--- src/shared/dcq_regs.svh ---
`ifndef DCQ_REGS_SVH
`define DCQ_REGS_SVH
// register indices; the byte address is four times the index
`define DCQ_IDX_CAX      8'h08
`define DCQ_IDX_CBX      8'h09
`define DCQ_IDX_CCX      8'h0a
`define DCQ_IDX_CTRL     8'h0c
`define DCQ_IDX_CMPA     8'h10
`define DCQ_IDX_CMPB     8'h11
`define DCQ_IDX_CMPC     8'h12
`define DCQ_IDX_STAT     8'h13
`define DCQ_BIT_DIR_EN   7
`define DCQ_BIT_DIR_VAL  6
`define DCQ_BIT_PAGE     5
`define DCQ_BIT_A16      0
`define DCQ_EXT_MASK     8'he1
`define DCQ_EXT_RST      8'h00
`define DCQ_CTRL_RST     8'h00
`define DCQ_BIT_DEBUG_EN 7
`define DCQ_BIT_FULL     1
`define DCQ_BIT_CAPEND   0
`endif

--- src/shared/dcq_pkg.sv ---
package dcq_pkg;
    typedef struct packed {
        logic        valid;
        logic        read;
        logic        paged;
        logic [2:0]  page;
        logic [16:0] addr;
        logic [7:0]  data;
    } dcq_bus_type;

    typedef struct packed {
        logic        dir_en;
        logic        dir_val;
        logic        page_sel;
        logic        a16;
    } dcq_qual_type;
endpackage

--- src/dcq_qualifier.sv ---
`timescale 1ns/1ps
`include "dcq_regs.svh"
module dcq_qualifier (
    input  wire logic                 cmp_hit,
    input  wire dcq_pkg::dcq_qual_type q,
    input  wire logic                 use_page,
    input  wire dcq_pkg::dcq_bus_type  bus,
    output logic                      match
);
    logic dir_ok;
    logic page_ok;
    logic a16_ok;

    always_comb begin
        dir_ok  = !q.dir_en || (bus.read == q.dir_val);
        page_ok = !use_page || (bus.paged == q.page_sel);
        a16_ok  = !use_page || (bus.addr[16] == q.a16);
        match   = bus.valid && cmp_hit && dir_ok && page_ok && a16_ok;
    end
endmodule // dcq_qualifier

--- src/dcq_top.sv ---
`timescale 1ns/1ps
`include "dcq_regs.svh"
// Functional notes
// - comparator b uses direction only when its own (or, in full mode, a's) direction enable is set
// - comparator b direction value: 0 matches writes, 1 matches reads
// - full modes: b takes direction enable and value from comparator a
// - b page select requires paged flag equal to the bit
// - b bit-0 field gives expected core address bit 16
// - full modes: b page select and bit-16 bits have no effect
// - comparator c uses direction only when its direction enable is set
// - comparator c direction value: 0 matches writes, 1 matches reads
// - c page select requires paged flag equal to the bit
// - c bit-0 field gives expected core address bit 16
// - core address: page:addr[13:0] when paged, else cpu or linear address
// - end-trace reset with debug enabled and capture keeps extension bits
// - comparator a direction value: 0 writes, 1 reads, ignored if disabled
// - debug enable forced low and unsettable while device secured
module dcq_top (
    input  wire logic        pclk,
    input  wire logic        presetn,
    input  wire logic        clk_en,
    input  wire logic        psel,
    input  wire logic        penable,
    input  wire logic        pwrite,
    input  wire logic [7:0]  paddr,
    input  wire logic [31:0] pwdata,
    output logic      [31:0] prdata,
    output logic             pready,
    output logic             pslverr,
    input  wire logic        secure,
    input  wire logic        end_trace_reset,
    input  wire logic        core_valid,
    input  wire logic        core_read,
    input  wire logic        core_paged,
    input  wire logic [2:0]  core_page,
    input  wire logic [15:0] core_cpu_addr,
    input  wire logic        core_linear,
    input  wire logic [16:0] core_linear_addr,
    input  wire logic [7:0]  core_data,
    output logic             match_a,
    output logic             match_b,
    output logic             match_c
);
    // =========================================================
    // registers
    logic [7:0]  cax_r;
    logic [7:0]  cbx_r;
    logic [7:0]  ccx_r;
    logic [7:0]  ctrl_r;
    logic [7:0]  cmpa_r;
    logic [7:0]  cmpb_r;
    logic [7:0]  cmpc_r;
    logic [7:0]  cax_nxt;
    logic [7:0]  cbx_nxt;
    logic [7:0]  ccx_nxt;
    logic [7:0]  ctrl_nxt;
    logic [7:0]  cmpa_nxt;
    logic [7:0]  cmpb_nxt;
    logic [7:0]  cmpc_nxt;
    logic [7:0]  reg_idx;
    logic [31:0] prdata_nxt;
    logic        pready_nxt;
    logic        pslverr_nxt;
    logic        ma_nxt;
    logic        mb_nxt;
    logic        mc_nxt;
    logic        keep;
    logic        wr_en;
    logic        sec_s1_r;
    logic        sec_r;
    logic        etr_s1_r;
    logic        etr_r;

    function automatic logic known(input logic [7:0] a);
        logic [7:0] i;
        i = {2'b00, a[7:2]};
        known = a[1:0] == 2'b00 && (i == `DCQ_IDX_CAX || i == `DCQ_IDX_CBX
              || i == `DCQ_IDX_CCX || i == `DCQ_IDX_CTRL
              || i == `DCQ_IDX_CMPA || i == `DCQ_IDX_CMPB
              || i == `DCQ_IDX_CMPC || i == `DCQ_IDX_STAT);
    endfunction

    // two-flop sync of secure and end-trace-reset pins
    always_ff @(posedge pclk or negedge presetn) begin
        if (!presetn) begin
            sec_s1_r <= 1'b1;
            sec_r    <= 1'b1;
            etr_s1_r <= 1'b0;
            etr_r    <= 1'b0;
        end else if (clk_en) begin
            sec_s1_r <= secure;
            sec_r    <= sec_s1_r;
            etr_s1_r <= end_trace_reset;
            etr_r    <= etr_s1_r;
        end
    end

    // =========================================================
    // apb slave, zero wait states
    always_comb begin
        cax_nxt = cax_r;
        cbx_nxt = cbx_r;
        ccx_nxt = ccx_r;
        ctrl_nxt = ctrl_r;
        cmpa_nxt = cmpa_r;
        cmpb_nxt = cmpb_r;
        cmpc_nxt = cmpc_r;
        prdata_nxt = 32'h0000_0000;
        pready_nxt = 1'b0;
        pslverr_nxt = 1'b0;
        // soft reset: extension bits survive only an end-trace reset with debug enabled and capture on
        keep = ctrl_r[`DCQ_BIT_DEBUG_EN] && ctrl_r[`DCQ_BIT_CAPEND];
        reg_idx = {2'b00, paddr[7:2]};
        // write lands at the access edge, where the master sees pready high
        wr_en = psel && penable && pready && pwrite && known(paddr);
        if (psel && !penable) begin
            pready_nxt = 1'b1;
            pslverr_nxt = !known(paddr);
            if (!pwrite) begin
                unique case (reg_idx)
                    `DCQ_IDX_CAX:  prdata_nxt = {24'h0, cax_r};
                    `DCQ_IDX_CBX:  prdata_nxt = {24'h0, cbx_r};
                    `DCQ_IDX_CCX:  prdata_nxt = {24'h0, ccx_r};
                    `DCQ_IDX_CTRL: prdata_nxt = {24'h0, ctrl_r};
                    `DCQ_IDX_CMPA: prdata_nxt = {24'h0, cmpa_r};
                    `DCQ_IDX_CMPB: prdata_nxt = {24'h0, cmpb_r};
                    `DCQ_IDX_CMPC: prdata_nxt = {24'h0, cmpc_r};
                    `DCQ_IDX_STAT: prdata_nxt = {29'h0, match_c, match_b, match_a};
                    default:       prdata_nxt = 32'h0000_0000;
                endcase
            end
        end
        if (wr_en) begin
            unique case (reg_idx)
                `DCQ_IDX_CAX:  cax_nxt = pwdata[7:0] & `DCQ_EXT_MASK;
                `DCQ_IDX_CBX:  cbx_nxt = pwdata[7:0] & `DCQ_EXT_MASK;
                `DCQ_IDX_CCX:  ccx_nxt = pwdata[7:0] & `DCQ_EXT_MASK;
                `DCQ_IDX_CTRL: ctrl_nxt = pwdata[7:0];
                `DCQ_IDX_CMPA: cmpa_nxt = pwdata[7:0];
                `DCQ_IDX_CMPB: cmpb_nxt = pwdata[7:0];
                `DCQ_IDX_CMPC: cmpc_nxt = pwdata[7:0];
                default: ;
            endcase
        end
        if (etr_r && !keep) begin
            cax_nxt = `DCQ_EXT_RST;
            cbx_nxt = `DCQ_EXT_RST;
            ccx_nxt = `DCQ_EXT_RST;
        end
        if (sec_r) begin
            ctrl_nxt[`DCQ_BIT_DEBUG_EN] = 1'b0;
        end
    end

    always_ff @(posedge pclk or negedge presetn) begin
        if (!presetn) begin
            cax_r   <= `DCQ_EXT_RST;
            cbx_r   <= `DCQ_EXT_RST;
            ccx_r   <= `DCQ_EXT_RST;
            ctrl_r  <= `DCQ_CTRL_RST;
            cmpa_r  <= 8'h00;
            cmpb_r  <= 8'h00;
            cmpc_r  <= 8'h00;
            prdata  <= 32'h0000_0000;
            pready  <= 1'b0;
            pslverr <= 1'b0;
        end else if (clk_en) begin
            cax_r   <= cax_nxt;
            cbx_r   <= cbx_nxt;
            ccx_r   <= ccx_nxt;
            ctrl_r  <= ctrl_nxt;
            cmpa_r  <= cmpa_nxt;
            cmpb_r  <= cmpb_nxt;
            cmpc_r  <= cmpc_nxt;
            prdata  <= prdata_nxt;
            pready  <= pready_nxt;
            pslverr <= pslverr_nxt;
        end
    end

    // =========================================================
    // core address and comparators
    dcq_pkg::dcq_bus_type  bus;
    dcq_pkg::dcq_qual_type qa;
    dcq_pkg::dcq_qual_type qb;
    dcq_pkg::dcq_qual_type qc;
    logic                  full;
    logic                  hit_a;
    logic                  hit_b;
    logic                  hit_c;

    always_comb begin
        full = ctrl_r[`DCQ_BIT_FULL];
        bus.valid = core_valid && ctrl_r[`DCQ_BIT_DEBUG_EN];
        bus.read  = core_read;
        bus.paged = core_paged;
        bus.page  = core_page;
        bus.data  = core_data;
        if (core_paged)
            bus.addr = {core_page, core_cpu_addr[13:0]};
        else if (core_linear)
            bus.addr = core_linear_addr;
        else
            bus.addr = {1'b0, core_cpu_addr};
        // only low byte of address compared; a is the direction master
        qa = {cax_r[`DCQ_BIT_DIR_EN], cax_r[`DCQ_BIT_DIR_VAL],
              cax_r[`DCQ_BIT_PAGE], cax_r[`DCQ_BIT_A16]};
        qc = {ccx_r[`DCQ_BIT_DIR_EN], ccx_r[`DCQ_BIT_DIR_VAL],
              ccx_r[`DCQ_BIT_PAGE], ccx_r[`DCQ_BIT_A16]};
        qb = {cbx_r[`DCQ_BIT_DIR_EN], cbx_r[`DCQ_BIT_DIR_VAL],
              cbx_r[`DCQ_BIT_PAGE], cbx_r[`DCQ_BIT_A16]};
        if (full) begin
            qb.dir_en  = qa.dir_en;
            qb.dir_val = qa.dir_val;
        end
        hit_a = bus.addr[7:0] == cmpa_r;
        hit_b = full ? (bus.data == cmpb_r) : (bus.addr[7:0] == cmpb_r);
        hit_c = bus.addr[7:0] == cmpc_r;
    end

    dcq_qualifier u_qa (.cmp_hit(hit_a), .q(qa), .use_page(1'b1), .bus(bus), .match(ma_nxt));
    dcq_qualifier u_qb (.cmp_hit(hit_b), .q(qb), .use_page(!full), .bus(bus),
                        .match(mb_nxt));
    dcq_qualifier u_qc (.cmp_hit(hit_c), .q(qc), .use_page(1'b1), .bus(bus), .match(mc_nxt));

    always_ff @(posedge pclk or negedge presetn) begin
        if (!presetn) begin
            match_a <= 1'b0;
            match_b <= 1'b0;
            match_c <= 1'b0;
        end else if (clk_en) begin
            match_a <= ma_nxt;
            match_b <= mb_nxt;
            match_c <= mc_nxt;
        end
    end

    // =========================================================
    // checks
    a_enable_secure: assert property (
        @(posedge pclk) disable iff (!presetn)
        clk_en && sec_r |=> !ctrl_r[`DCQ_BIT_DEBUG_EN])
        else $error("debug enable set while secure");
    a_c_dir_write: assert property (
        @(posedge pclk) disable iff (!presetn)
        clk_en && qc.dir_en && !qc.dir_val && core_read |=> !match_c)
        else $error("c matched read");
    a_c_dir_read: assert property (
        @(posedge pclk) disable iff (!presetn)
        clk_en && qc.dir_en && qc.dir_val && !core_read |=> !match_c)
        else $error("c matched write");
    a_c_dir_off: assert property (
        @(posedge pclk) disable iff (!presetn)
        clk_en && !qc.dir_en && bus.valid && bus.addr[7:0] == cmpc_r
        && core_paged == qc.page_sel && bus.addr[16] == qc.a16 |=> match_c)
        else $error("c missed with direction off");
    a_c_page: assert property (
        @(posedge pclk) disable iff (!presetn)
        clk_en && core_paged != qc.page_sel |=> !match_c)
        else $error("c page");
    a_c_a16: assert property (
        @(posedge pclk) disable iff (!presetn)
        clk_en && bus.addr[16] != qc.a16 |=> !match_c)
        else $error("c bit16");
    a_c_hit: assert property (
        @(posedge pclk) disable iff (!presetn)
        clk_en && bus.addr[7:0] != cmpc_r |=> !match_c)
        else $error("c matched other address");
    a_a_dir: assert property (
        @(posedge pclk) disable iff (!presetn)
        clk_en && qa.dir_en && core_read != qa.dir_val |=> !match_a)
        else $error("a direction");
    a_b_dir_full: assert property (
        @(posedge pclk) disable iff (!presetn)
        clk_en && full && qa.dir_en && core_read != qa.dir_val |=> !match_b)
        else $error("b full dir");
    a_b_full_data: assert property (
        @(posedge pclk) disable iff (!presetn)
        clk_en && full && bus.valid && core_data == cmpb_r
        && (!qa.dir_en || core_read == qa.dir_val) |=> match_b)
        else $error("b full mode missed data");
    a_b_page: assert property (
        @(posedge pclk) disable iff (!presetn)
        clk_en && !full && core_paged != cbx_r[`DCQ_BIT_PAGE] |=> !match_b)
        else $error("b page");
    a_b_a16: assert property (
        @(posedge pclk) disable iff (!presetn)
        clk_en && !full && bus.addr[16] != cbx_r[`DCQ_BIT_A16] |=> !match_b)
        else $error("b bit16");
    a_b_dir: assert property (
        @(posedge pclk) disable iff (!presetn)
        clk_en && !full && cbx_r[`DCQ_BIT_DIR_EN]
        && core_read != cbx_r[`DCQ_BIT_DIR_VAL] |=> !match_b)
        else $error("b dir");
    a_b_dir_off: assert property (
        @(posedge pclk) disable iff (!presetn)
        clk_en && !full && !cbx_r[`DCQ_BIT_DIR_EN] && bus.valid
        && bus.addr[7:0] == cmpb_r && core_paged == cbx_r[`DCQ_BIT_PAGE]
        && bus.addr[16] == cbx_r[`DCQ_BIT_A16] |=> match_b)
        else $error("b missed with direction off");
    a_match_valid: assert property (
        @(posedge pclk) disable iff (!presetn)
        clk_en && !bus.valid |=> !match_a && !match_b && !match_c)
        else $error("match without live bus cycle");
    a_paged_addr: assert property (
        @(posedge pclk) disable iff (!presetn)
        core_paged |-> bus.addr[16:14] == core_page)
        else $error("paged address");
    a_ext_keep: assert property (
        @(posedge pclk) disable iff (!presetn)
        clk_en && etr_r && keep && !wr_en |=> $stable(cbx_r))
        else $error("ext lost");
    a_ext_clear: assert property (
        @(posedge pclk) disable iff (!presetn)
        clk_en && etr_r && !keep |=> cbx_r == `DCQ_EXT_RST && ccx_r == `DCQ_EXT_RST)
        else $error("ext not cleared");
    a_pready_pulse: assert property (
        @(posedge pclk) disable iff (!presetn)
        clk_en && pready |=> !pready)
        else $error("pready longer than one cycle");
endmodule // dcq_top
--- config.mk ---
export PLATFORM = sky130hd
export DESIGN_NAME = dcq_top
export DESIGN_NICKNAME = d
export VERILOG_FILES = /design/src/shared/dcq_pkg.sv /design/src/dcq_qualifier.sv /design/src/dcq_top.sv
export VERILOG_INCLUDE_DIRS = /design/src /design/src/shared
export SDC_FILE = /design/constraint.sdc
export NUM_CORES = 1
export LEC_CHECK = 0
export BUFFER_PORTS_ARGS = -buffer_cell sky130_fd_sc_hd__buf_2
export CORE_MARGIN = 2
export CORE_UTILIZATION = 41
export DETAILED_ROUTE_END_ITERATION = 16
export HOLD_SLACK_MARGIN = 0.05
export PLACE_DENSITY = 0.8
export SETUP_SLACK_MARGIN = 0.5
export SYNTH_ARGS = -nofsm -noshare
export SYNTH_HDL_FRONTEND = slang
export SYNTH_SLANG_ARGS = --single-unit
--- constraint.sdc ---
create_clock -name pclk -period 2.7 [get_ports pclk]
set_input_delay 0.135 -clock pclk [delete_from_list [all_inputs] [get_ports pclk]]
set_output_delay 0.135 -clock pclk [all_outputs]
set_load 0.02 [all_outputs]
==> qor.yml, run 1 <==
status:
  outcome: "finished clean"
synthesis:
  synthesized_area_fraction_occupied_by_xor_and_xnor_cells_pct: 7.02
  ys_ff_latch: 61
  async_sr_flop_fraction_pct: 100
  synth_edf_count: 0
  yosys-top-cells-count: "dfrtp_1, nand2_1, buf_4"
  synth_top_family_by_area: "multiplexers"
  fraction_of_the_mapped_netlist_area_in_adder_cells_pct: 0.301
  netlist_area_sq_um: 3740
  synthDominantCellAreaShare_pct: 39.4
  area_fraction_in_compound_gates_after_synthesis_pct: 13.5
  synth_mux_area_share_pct: 16.5
  synth_area_per_cell_sq_um: 10.6
  synth_seq_area_share_pct: 40.8
  synthDominantAreaCellType: "dfrtp_1"
  synth_flop_cell: "dfrtp_1"
  synth_cell_type_count: 55
  post-synth-top-count-cell: "dfrtp_1"
  synthesis.yosys.warnings: 0
  yosys-top-cells-area: "dfrtp_1, mux2_4, mux2_2"
  post_synth_and_or_nand_nor_area_fraction_pct: 14.8
  syn_inst: 354
timing:
  final_max_slew_violation_count: 0
  headroom_to_the_max_slew_limit_pct: 65.9
  finalWorstPathRequiredPeriod_ns: 2.07
  final.setup_skew_ns: 0.00654
  setup_viol: 0
  timing.fmax_mhz: 483
  finalHoldViolCount: 0
  grt_setup_unrepaired: "false"
  setup_tns_ns: 0
  worst_pin_slew_ns: 0.506
  layout_worst_path_cycle_share_pct: 76.6
grt:
  first_global_vias: 2990
  global_route_wire_length_before_repair_mm: 16.2
  grt_antenna_before_repair: 0
  largest_net_degree_at_the_start_of_global_routing: 26
  global_route.overflow_total: 0
  globalRouteTotalUtil_pct: 21.2
cts:
  numCtsBuffers: 9
  clk_path_buf_depth: 2
  clk_pin_slew_worst_paths_ns: 0.07
  htreeDepth: 3
  cts_tree: "built"
  clk_latency_ns: 0.35
  cts_root_buf: "clkbuf_8"
  tritoncts_num_sinks: 61
  post-cts-setup-buffer-count: 0
die:
  fp.dieArea_sq_um: 9910
  placement_rows: 34
  floorplan.die.height_microns: 99.6
  fp.dieW_microns: 99.6
  core_region_area_sq_um: 8810
  initial_utilization_pct: 42.5
  pin_count: 133
worst_setup_path:
  cp.required_ns: 2.99
  start_kind: "register"
  endpoint_type_of_the_worst_setup_path: "register"
  crit_path_top_delay_cell: "dfrtp_2"
  timing.critical_path.fanout_max: 11
  critical-path-max-stage-delay_ns: 0.44
  critical_path.cell_chain: "buf_4, nor2b_1, a221oi_1, xor2_1, nand4_1, nor4_2, a32o_1"
  worstSetupPathType: "register to register"
  crit_arrival_ns: 2.36
routing:
  route.detailed.wl_per_inst_microns: 18.6
  num_vias: 3046
  drt.antenna.violating_nets: 0
  vias_per_cell: 5.60
  drt_iter0_markers: 194
  totalWireLength_mm: 10.1
  detail_route.drc_violations: 0
  drtPass1Iterations: 4
power_and_ir_drop:
  power_density_nw_per_um2: 484
  leakage_nw: 2.13
  vdd_ir_drop_max_mv: 0.289
cells_and_area:
  stdcell_count: 544
  drive_above_1_share_pct: 32.6
  antenna-diode-count: 0
  syn_to_final_growth_pct: 17.9
  nNetsFinal: 527
placement:
  port_buffers: 66
  place.gp.congestion: 0.895
  dp_hpwl_mm: 7.73
  post-place-cells: 525
flow_run:
  max_cap_viol_count: 0
hold_path:
  hold_path_class: "primary input to register"
==> flip-flops by register name, indices dropped and copies added (netlist names) <==
name      flops
match_b       1
cmpc_r        8
cax_r         4
etr_r         1
match_a       1
etr_s1_r      1
prdata        8
pslverr       1
ctrl_r        8
ccx_r         4
cbx_r         4
sec_s1_r      1
pready        1
match_c       1
cmpa_r        8
cmpb_r        8
sec_r         1
==> layer usage <==
metal  routed length, microns  vias up  GRT usage [%]
li1                         -     1412              -
met3                      557       21           3.44
met5                        0        -              0
met1                     4450     1482           28.4
met4                      272        0           8.75
met2                     4820      131           34.3
==> metrics by stage <==
step	setup slack [ns]	cell area, sq um	util (%)	total power, W	hold slack, ns
3_5_place_dp	0.508	4150	47.1	0.00121	0.114
5_1_grt	0.522	4420	50.1	0.00220	0.0781
2_1_floorplan	0.787	3830	-	0.00113	-0.161
4_1_cts	0.550	4410	50.1	0.00214	0.0620
6_report	0.631	4420	50.1	0.00214	0.0674
3_3_place_gp	0.477	4150	47.1	0.00120	0.0951
==> critical path: cells and delay by family, from the launching register on <==
kind                      cells  cell delay [ns]
AOI/OAI and AO/OA             2             0.59
xor gates and xnor gates      1             0.20
and+or+nand+nor               3             0.57
DFF                           1             0.44
buffers and inverters         1             0.20
==> path summary, 6_finish.rpt <==
check | from | endpoint | slack (ns) | cells after the start
setup / recovery | ctrl_r[1]$_DFFE_PN0P_ | match_b$_DFFE_PN0P_ | 0.63 | 7
hold / removal | pwdata[3] | ctrl_r[3]$_DFFE_PN0P_ | 0.07 | 2
setup reg to reg | ctrl_r[1]$_DFFE_PN0P_ | match_b$_DFFE_PN0P_ | 0.63 | 7
hold reg to reg | prdata[3]$_DFFE_PN0P_ | prdata[3]$_DFFE_PN0P_ | 0.49 | 1
max in group asynchronous | presetn | cmpc_r[2]$_DFFE_PN0P_ | 1.72 | 3
min in group asynchronous | presetn | ccx_r[0]$_DFFE_PN0P_ | 0.28 | 2
==> where the power goes <==
group          total [W]  leakage (nW)  internal (W)  switching [W]
registers       0.000933         0.838      0.000926     0.00000614
logic           0.000268          1.17     0.0000968       0.000171
clock network   0.000935         0.116      0.000567       0.000368
total            0.00214          2.13       0.00159       0.000545
==> cell type report <==
type                    instances  area, sq um
fillers                       779         4390
multi-input cells             273         2060
flip-flops and latches         61         1530
repair buffers                 81          450
clock buffers                  12          155
well taps                     108          135
clock inverters                 4         70.1
inverters                       5         18.8
==> layout by cell type, fill, tap and decap left out, types with 5 or more instances in the layout <==
| master | count |
|---|---|
| xor2_1 | 14 |
| conb_1 | 24 |
| xnor2_1 | 16 |
| buf_4 | 12 |
| nor2_1 | 11 |
| nand2_1 | 30 |
| nor4_1 | 5 |
| o2bb2ai_1 | 11 |
| buf_2 | 66 |
| a21oi_1 | 11 |
| o21ai_0 | 21 |
| mux2_4 | 16 |
| dfrtp_1 | 58 |
| mux2i_1 | 12 |
| clkbuf_8 | 11 |
| a22oi_1 | 7 |
| nand3_1 | 5 |
| mux2_2 | 19 |
| nor3_1 | 6 |
| nor2b_1 | 9 |
==> kinds of logic after synthesis <==
family                   after synthesis
AND/OR/NAND/NOR                       95
AO/OA/AOI/OAI                         74
flip-flops                            61
multiplexers                          49
buffers and inverters                 43
XOR/XNOR                              30
adder cells (fa/ha/maj)                1
other                                  1
==> what timing repair did <==
action / in CTS / in global routing
endpoints found under the hold margin: 20 / 0
hold buffers: 3 / 0
endpoints found under the setup margin: 1 / 1
resized for setup: 1 / 2
Note: power is estimated with default switching activity, not from simulation.
==> run 2, diff against run 1 <==
--- a/config.mk
+++ b/config.mk
@@ -11,7 +11,7 @@
 export CORE_UTILIZATION = 41
 export DETAILED_ROUTE_END_ITERATION = 16
 export HOLD_SLACK_MARGIN = 0.05
-export PLACE_DENSITY = 0.8
+export PLACE_DENSITY = 0.82
 export SETUP_SLACK_MARGIN = 0.5
 export SYNTH_ARGS = -nofsm -noshare
 export SYNTH_HDL_FRONTEND = slang
==> constraint.sdc (replaced) <==
create_clock -name pclk -period 1.77 [get_ports pclk]
set_input_delay 0.0885 -clock pclk [delete_from_list [all_inputs] [get_ports pclk]]
set_output_delay 0.0885 -clock pclk [all_outputs]
set_load 0.02 [all_outputs]
==> run 2 against run 1 <==
Wire length rose by 8.0%. Critical path type unchanged. Via count up 8.8%. Cell count up 6.8%. Register-to-register slack worse by 0.56 ns. Highest routed layer unchanged. Global-route usage grew 0.54 points. Largest cell class unchanged. Sequential cell count unchanged. Critical path depth down 1. Fmax increased by 22%. Clock-buffer cell count is 3 lower. Non-clock buffer count up 37. Combinational power increased by 94%. Worst setup slack got worse by 0.56 ns.
==> qor.yml, run 2 (synthesized netlist as in run 1, its figures left out) <==
power_and_ir_drop:
  p_int_w: 0.00213
  vdd_ir_drop_max_mv: 0.464
  power_frac_comb_pct: 17.1
  total_power_w: 0.00304
  power.switching_fraction_pct: 29.8
  power_density_nw_per_um2: 602
  leakage_nw: 2.34
  share_seq_of_total_power_pct: 46.8
  p_clk_share_pct: 36.1
  switching_power_w: 0.000904
timing:
  setup_tns_ns: 0
  setup_viol: 0
  finalHoldViolCount: 0
  grt_setup_unrepaired: "true"
  final_max_slew_violation_count: 0
  layout_worst_path_cycle_share_pct: 95.8
  finalWorstPathRequiredPeriod_ns: 1.70
  post-route-worst-setup-slack_ns: 0.0743
  final.setup_skew_ns: 0.0125
  timing.fmax_mhz: 590
  final.hold.worst_slack_ns: 0.0597
cells_and_area:
  syn_to_final_growth_pct: 34.7
  drive_above_1_share_pct: 45.7
  finalInstanceArea_sq_um: 5040
  nNetsFinal: 564
  most-common-layout-cells: "buf_2, dfrtp_1, buf_4, nand2_1"
  final_common_cell: "buf_2"
  antenna-diode-count: 0
routing:
  drt_iter0_markers: 280
  drt.antenna.violating_nets: 0
  totalWireLength_mm: 10.9
  route.detailed.wl_per_inst_microns: 18.8
  num_vias: 3314
  detail_route.drc_violations: 0
  drtPass1Iterations: 5
  vias_per_cell: 5.70
placement:
  place_ws_ns: -0.140
  dp_hpwl_mm: 7.67
  dpl_cell_area_sq_um: 4340
  place.gp.congestion: 0.896
  port_buffers: 66
grt:
  first_global_vias: 3202
  global_route_wire_length_before_repair_mm: 16.6
  global_route.overflow_total: 0
  grt_antenna_before_repair: 0
  globalRouteTotalUtil_pct: 21.8
  largest_net_degree_at_the_start_of_global_routing: 62
die:
  core_region_area_sq_um: 8810
  fp.dieArea_sq_um: 9910
  placement_rows: 34
  fp.dieW_microns: 99.6
  floorplan.die.height_microns: 99.6
  initial_utilization_pct: 42.5
  pin_count: 133
flow_run:
  max_cap_viol_count: 0
worst_setup_path:
  crit_arrival_ns: 1.99
  endpoint_type_of_the_worst_setup_path: "register"
  worstSetupPathType: "register to register"
  r2r_slack_ns: 0.07
  start_kind: "register"
  timing.critical_path.fanout_max: 8
  cp.required_ns: 2.06
cts:
  cts_tree: "built"
  clk_latency_ns: 0.35
  htreeDepth: 3
  clk_pin_slew_worst_paths_ns: 0.08
  clk_path_buf_depth: 2
  cts_root_buf: "clkbuf_8"
  numCtsBuffers: 9
  tritoncts_num_sinks: 61
hold_path:
  hold_path_class: "primary input to register"
status:
  outcome: "finished clean"
[run 2: changes by cell type in the layout (fill, tap and decap cells not counted), sizes merged]
cell | previous run | this run
buf | 78 | 110
dlygate4sd3 | 3 | 8
clkbuf | 12 | 9
clkinvlp | 0 | 3
bufinv | 2 | 0
clkinv | 3 | 4
inv | 4 | 5
[run 2: final cells by class]
class                      instances  area (sq um)
timing repair buffer             118           792
clock buffer                       9           124
tap                              108           135
inverter                           5          20.0
multi-input combinational        273          2390
clock inverter                     7          50.0
sequential                        61          1530
fill                             740          3760
[run 2: worst paths after layout]
| kind | from | to | cells after the start |
|---|---|---|---|
| max | ctrl_r[1]$_DFFE_PN0P_ | match_b$_DFFE_PN0P_ | 6 |
| min | penable | pslverr$_DFFE_PN0P_ | 4 |
| max reg2reg | ctrl_r[1]$_DFFE_PN0P_ | match_b$_DFFE_PN0P_ | 6 |
| min reg2reg | prdata[6]$_DFFE_PN0P_ | prdata[6]$_DFFE_PN0P_ | 1 |
| max in group asynchronous | presetn | sec_r$_DFFE_PN1P_ | 3 |
| min in group asynchronous | presetn | ccx_r[6]$_DFFE_PN0P_ | 3 |
[run 2: through the flow]
step / cells / utilization, %
detailed placement: 537 / 49.3
global route: 581 / 57.3
global placement: 537 / 49.3
floorplan: 377 / -
finish: 581 / 57.3
CTS: 571 / 54.1
[run 2: repair_timing]
action | 4_1_cts | 5_1_grt
buffers inserted | 10 | 10
hold buffers | 8 | 0
setup endpoints to repair | 54 | 53
hold endpoints to repair | 81 | 0
gates resized for setup | 23 | 46
pin swaps | 15 | 12
[run 2: routing by layer]
metal	global-route usage, %	up-vias	share of wire, %
met1	29.9	1616	45
met2	33.4	180	46
li1	-	1486	-
met5	0	-	0
met4	9.59	0	2.7
met3	4.29	32	6.8
[run 2: worst max-delay path, cell delays in order (launching register included)]
cell and delay (ns):
dfrtp_2 0.50, buf_6 0.19, a221oi_4 0.29, xor2_1 0.18
nand4_1 0.12, nor4_2 0.16, a32o_1 0.20
[run 2: power by group through the flow]
| stage | Clock (W) | Combinational, W | Sequential [W] |
|---|---|---|---|
| floorplan | 0 | 0.000289 | 0.00145 |
| finish | 0.00110 | 0.000519 | 0.00142 |
| CTS | 0.00112 | 0.000472 | 0.00142 |
| global placement | 0 | 0.000426 | 0.00145 |
| detailed placement | 0 | 0.000438 | 0.00145 |
| global route | 0.00118 | 0.000555 | 0.00142 |
==> run 3, diff against run 2 <==
--- a/config.mk
+++ b/config.mk
@@ -6,12 +6,13 @@
 export SDC_FILE = /design/constraint.sdc
 export NUM_CORES = 1
 export LEC_CHECK = 0
-export BUFFER_PORTS_ARGS = -buffer_cell sky130_fd_sc_hd__buf_2
 export CORE_MARGIN = 2
 export CORE_UTILIZATION = 41
 export DETAILED_ROUTE_END_ITERATION = 16
+export DONT_BUFFER_PORTS = 1
 export HOLD_SLACK_MARGIN = 0.05
-export PLACE_DENSITY = 0.82
+export MAX_ROUTING_LAYER = met4
+export PLACE_DENSITY = 0.69
 export SETUP_SLACK_MARGIN = 0.5
 export SYNTH_ARGS = -nofsm -noshare
 export SYNTH_HDL_FRONTEND = slang
==> run 3 against run 2 <==
Clock skew decreased by 0.0069 ns. Sequential share of layout area increased by 2.6 points. First-iteration DRC count decreased by 37%. Via count decreased by 11%. Clock-buffer cell count increased by 3. Worst setup slack got worse by 0.0031 ns. Cell count decreased by 13%. Clock power increased by 13%. Critical path depth increased by 2. Die area unchanged. Core utilization decreased by 4.6 points. Sequential cell count unchanged. The run now ends with hold timing left.
==> qor.yml, run 3 (synthesized netlist as in run 1, its figures left out) <==
worst_setup_path:
  r2r-end: "match_b$_DFFE_PN0P_"
  timing.critical_path.fanout_max: 7
  crit_arrival_ns: 1.98
  cp.required_ns: 2.05
  start_kind: "register"
  critical_path.reg2reg.startpoint: "ctrl_r[1]$_DFFE_PN0P_"
  endpoint_type_of_the_worst_setup_path: "register"
  r2r_slack_ns: 0.07
  worstSetupPathType: "register to register"
  r2r.worst_path.cells: 8
routing:
  num_vias: 2961
  drtPass1Iterations: 4
  drt.antenna.violating_nets: 0
  drt_iter0_markers: 176
  route.detailed.wl_per_inst_microns: 21.1
  vias_per_cell: 5.89
  totalWireLength_mm: 10.6
  detail_route.drc_violations: 0
cells_and_area:
  nNetsFinal: 485
  syn_to_final_growth_pct: 23.9
  drive_above_1_share_pct: 34.3
  final_core_utilization_pct: 52.7
  final_common_cell: "dfrtp_1"
  most-common-layout-cells: "dfrtp_1, mux2_4, conb_1, nand2_1, buf_4"
cts:
  cts_tree: "built"
  tritoncts_num_sinks: 61
  clk_latency_ns: 0.34
  htreeDepth: 3
  cts_root_buf: "clkbuf_8"
  clk_pin_slew_worst_paths_ns: 0.07
  cts_hold_buf: 14
  clk_path_buf_depth: 2
  numCtsBuffers: 9
die:
  pin_count: 133
  placement_rows: 34
  initial_utilization_pct: 42.5
  core_region_area_sq_um: 8810
  fp.dieArea_sq_um: 9910
  floorplan.die.height_microns: 99.6
  fp.dieW_microns: 99.6
placement:
  dp_hpwl_mm: 7.39
  port_buffers: 0
  place.gp.congestion: 0.903
  place_ws_ns: -0.0592
grt:
  global_route_wire_length_before_repair_mm: 16.1
  largest_net_degree_at_the_start_of_global_routing: 62
  grt_antenna_before_repair: 1
  global_route.overflow_total: 0
  first_global_vias: 2994
  globalRouteTotalUtil_pct: 21.8
timing:
  timing.fmax_mhz: 589
  headroom_to_the_max_slew_limit_pct: 42.4
  final.setup_skew_ns: 0.00560
  grt_setup_unrepaired: "true"
  post-route-worst-setup-slack_ns: 0.0712
  final_max_slew_violation_count: 0
  final.hold.worst_slack_ns: -0.564
  finalHoldViolCount: 61
  finalWorstPathRequiredPeriod_ns: 1.70
  worst_pin_slew_ns: 0.862
  layout_worst_path_cycle_share_pct: 96.0
  setup_viol: 0
status:
  violations: "hold timing"
  outcome: "finished, violations left"
power_and_ir_drop:
  vdd_ir_drop_max_mv: 0.605
  total_power_w: 0.00303
  leakage_nw: 2.07
  power_density_nw_per_um2: 653
hold_path:
  hold_path_class: "primary input to async pin"
flow_run:
  max_cap_viol_count: 0
==> run 3: area by class of cell <==
cell class              count  area (sq um)
diodes                      1          2.50
clock buffers              12           145
flip-flops and latches     61          1530
fillers                   785          4170
clock inverters             4          47.5
inverters                   5          23.8
multi-input cells         274          2420
repair buffers             38           335
well taps                 108           135
==> run 3: critical path, stage by stage (launching register included) <==
cell      delay [ns]
dfrtp_2         0.47
buf_6           0.17
clkinv_4        0.07
buf_4           0.16
nor2_2          0.09
a21oi_1         0.05
xor2_1          0.15
nor4_1          0.26
a32o_1          0.20
==> run 3: worst max-delay path by stage <==
stage | start | end | slack, ns | cells after the start
final | ctrl_r[1]$_DFFE_PN0P_ | match_b$_DFFE_PN0P_ | 0.07 | 8
after CTS | ctrl_r[1]$_DFFE_PN0P_ | match_b$_DFFE_PN0P_ | 0.06 | 7
after global routing | ctrl_r[1]$_DFFE_PN0P_ | match_b$_DFFE_PN0P_ | -0.03 | 7
after global placement | ctrl_r[1]$_DFFE_PN0P_ | match_b$_DFFE_PN0P_ | -0.02 | 6
after floorplan | paddr[2] | cmpc_r[0]$_DFFE_PN0P_ | -0.08 | 7
after detailed placement | ctrl_r[1]$_DFFE_PN0P_ | match_b$_DFFE_PN0P_ | -0.06 | 6
==> run 3: metrics by stage <==
| stage | TNS [ns] | std cells | hold slack, ns | cell area [sq um] |
|---|---|---|---|---|
| 2_1_floorplan | -1.32 | 377 | -0.207 | 3960 |
| 3_3_place_gp | -0.0244 | 466 | -0.205 | 3960 |
| 3_5_place_dp | -0.0592 | 466 | -0.206 | 3960 |
| 4_1_cts | 0 | 500 | -0.578 | 4420 |
| 5_1_grt | -0.0265 | 503 | -0.580 | 4640 |
| 6_report | 0 | 503 | -0.564 | 4640 |
==> run 3: what timing repair did <==
item	CTS	global route
setup buffers	3	2
gates resized for setup	28	49
pin swaps	17	17
endpoints found under the hold margin	112	61
setup endpoints to repair	50	53
cloned	1	0
==> run 3: power breakdown <==
part | internal, W | total (W) | switching [W]
Clock | 0.000685 | 0.00124 | 0.000559
Sequential | 0.00141 | 0.00142 | 0.0000113
Combinational | 0.000155 | 0.000362 | 0.000207
Total | 0.00225 | 0.00303 | 0.000777
==> run 3: metal layers <==
layer	routed length, microns	vias to the layer above	global-route usage [%]
met1	4940	1486	31.3
met3	901	11	4.99
met2	4660	141	31.4
li1	-	1323	-
met5	0	-	-
met4	119	0	5.58
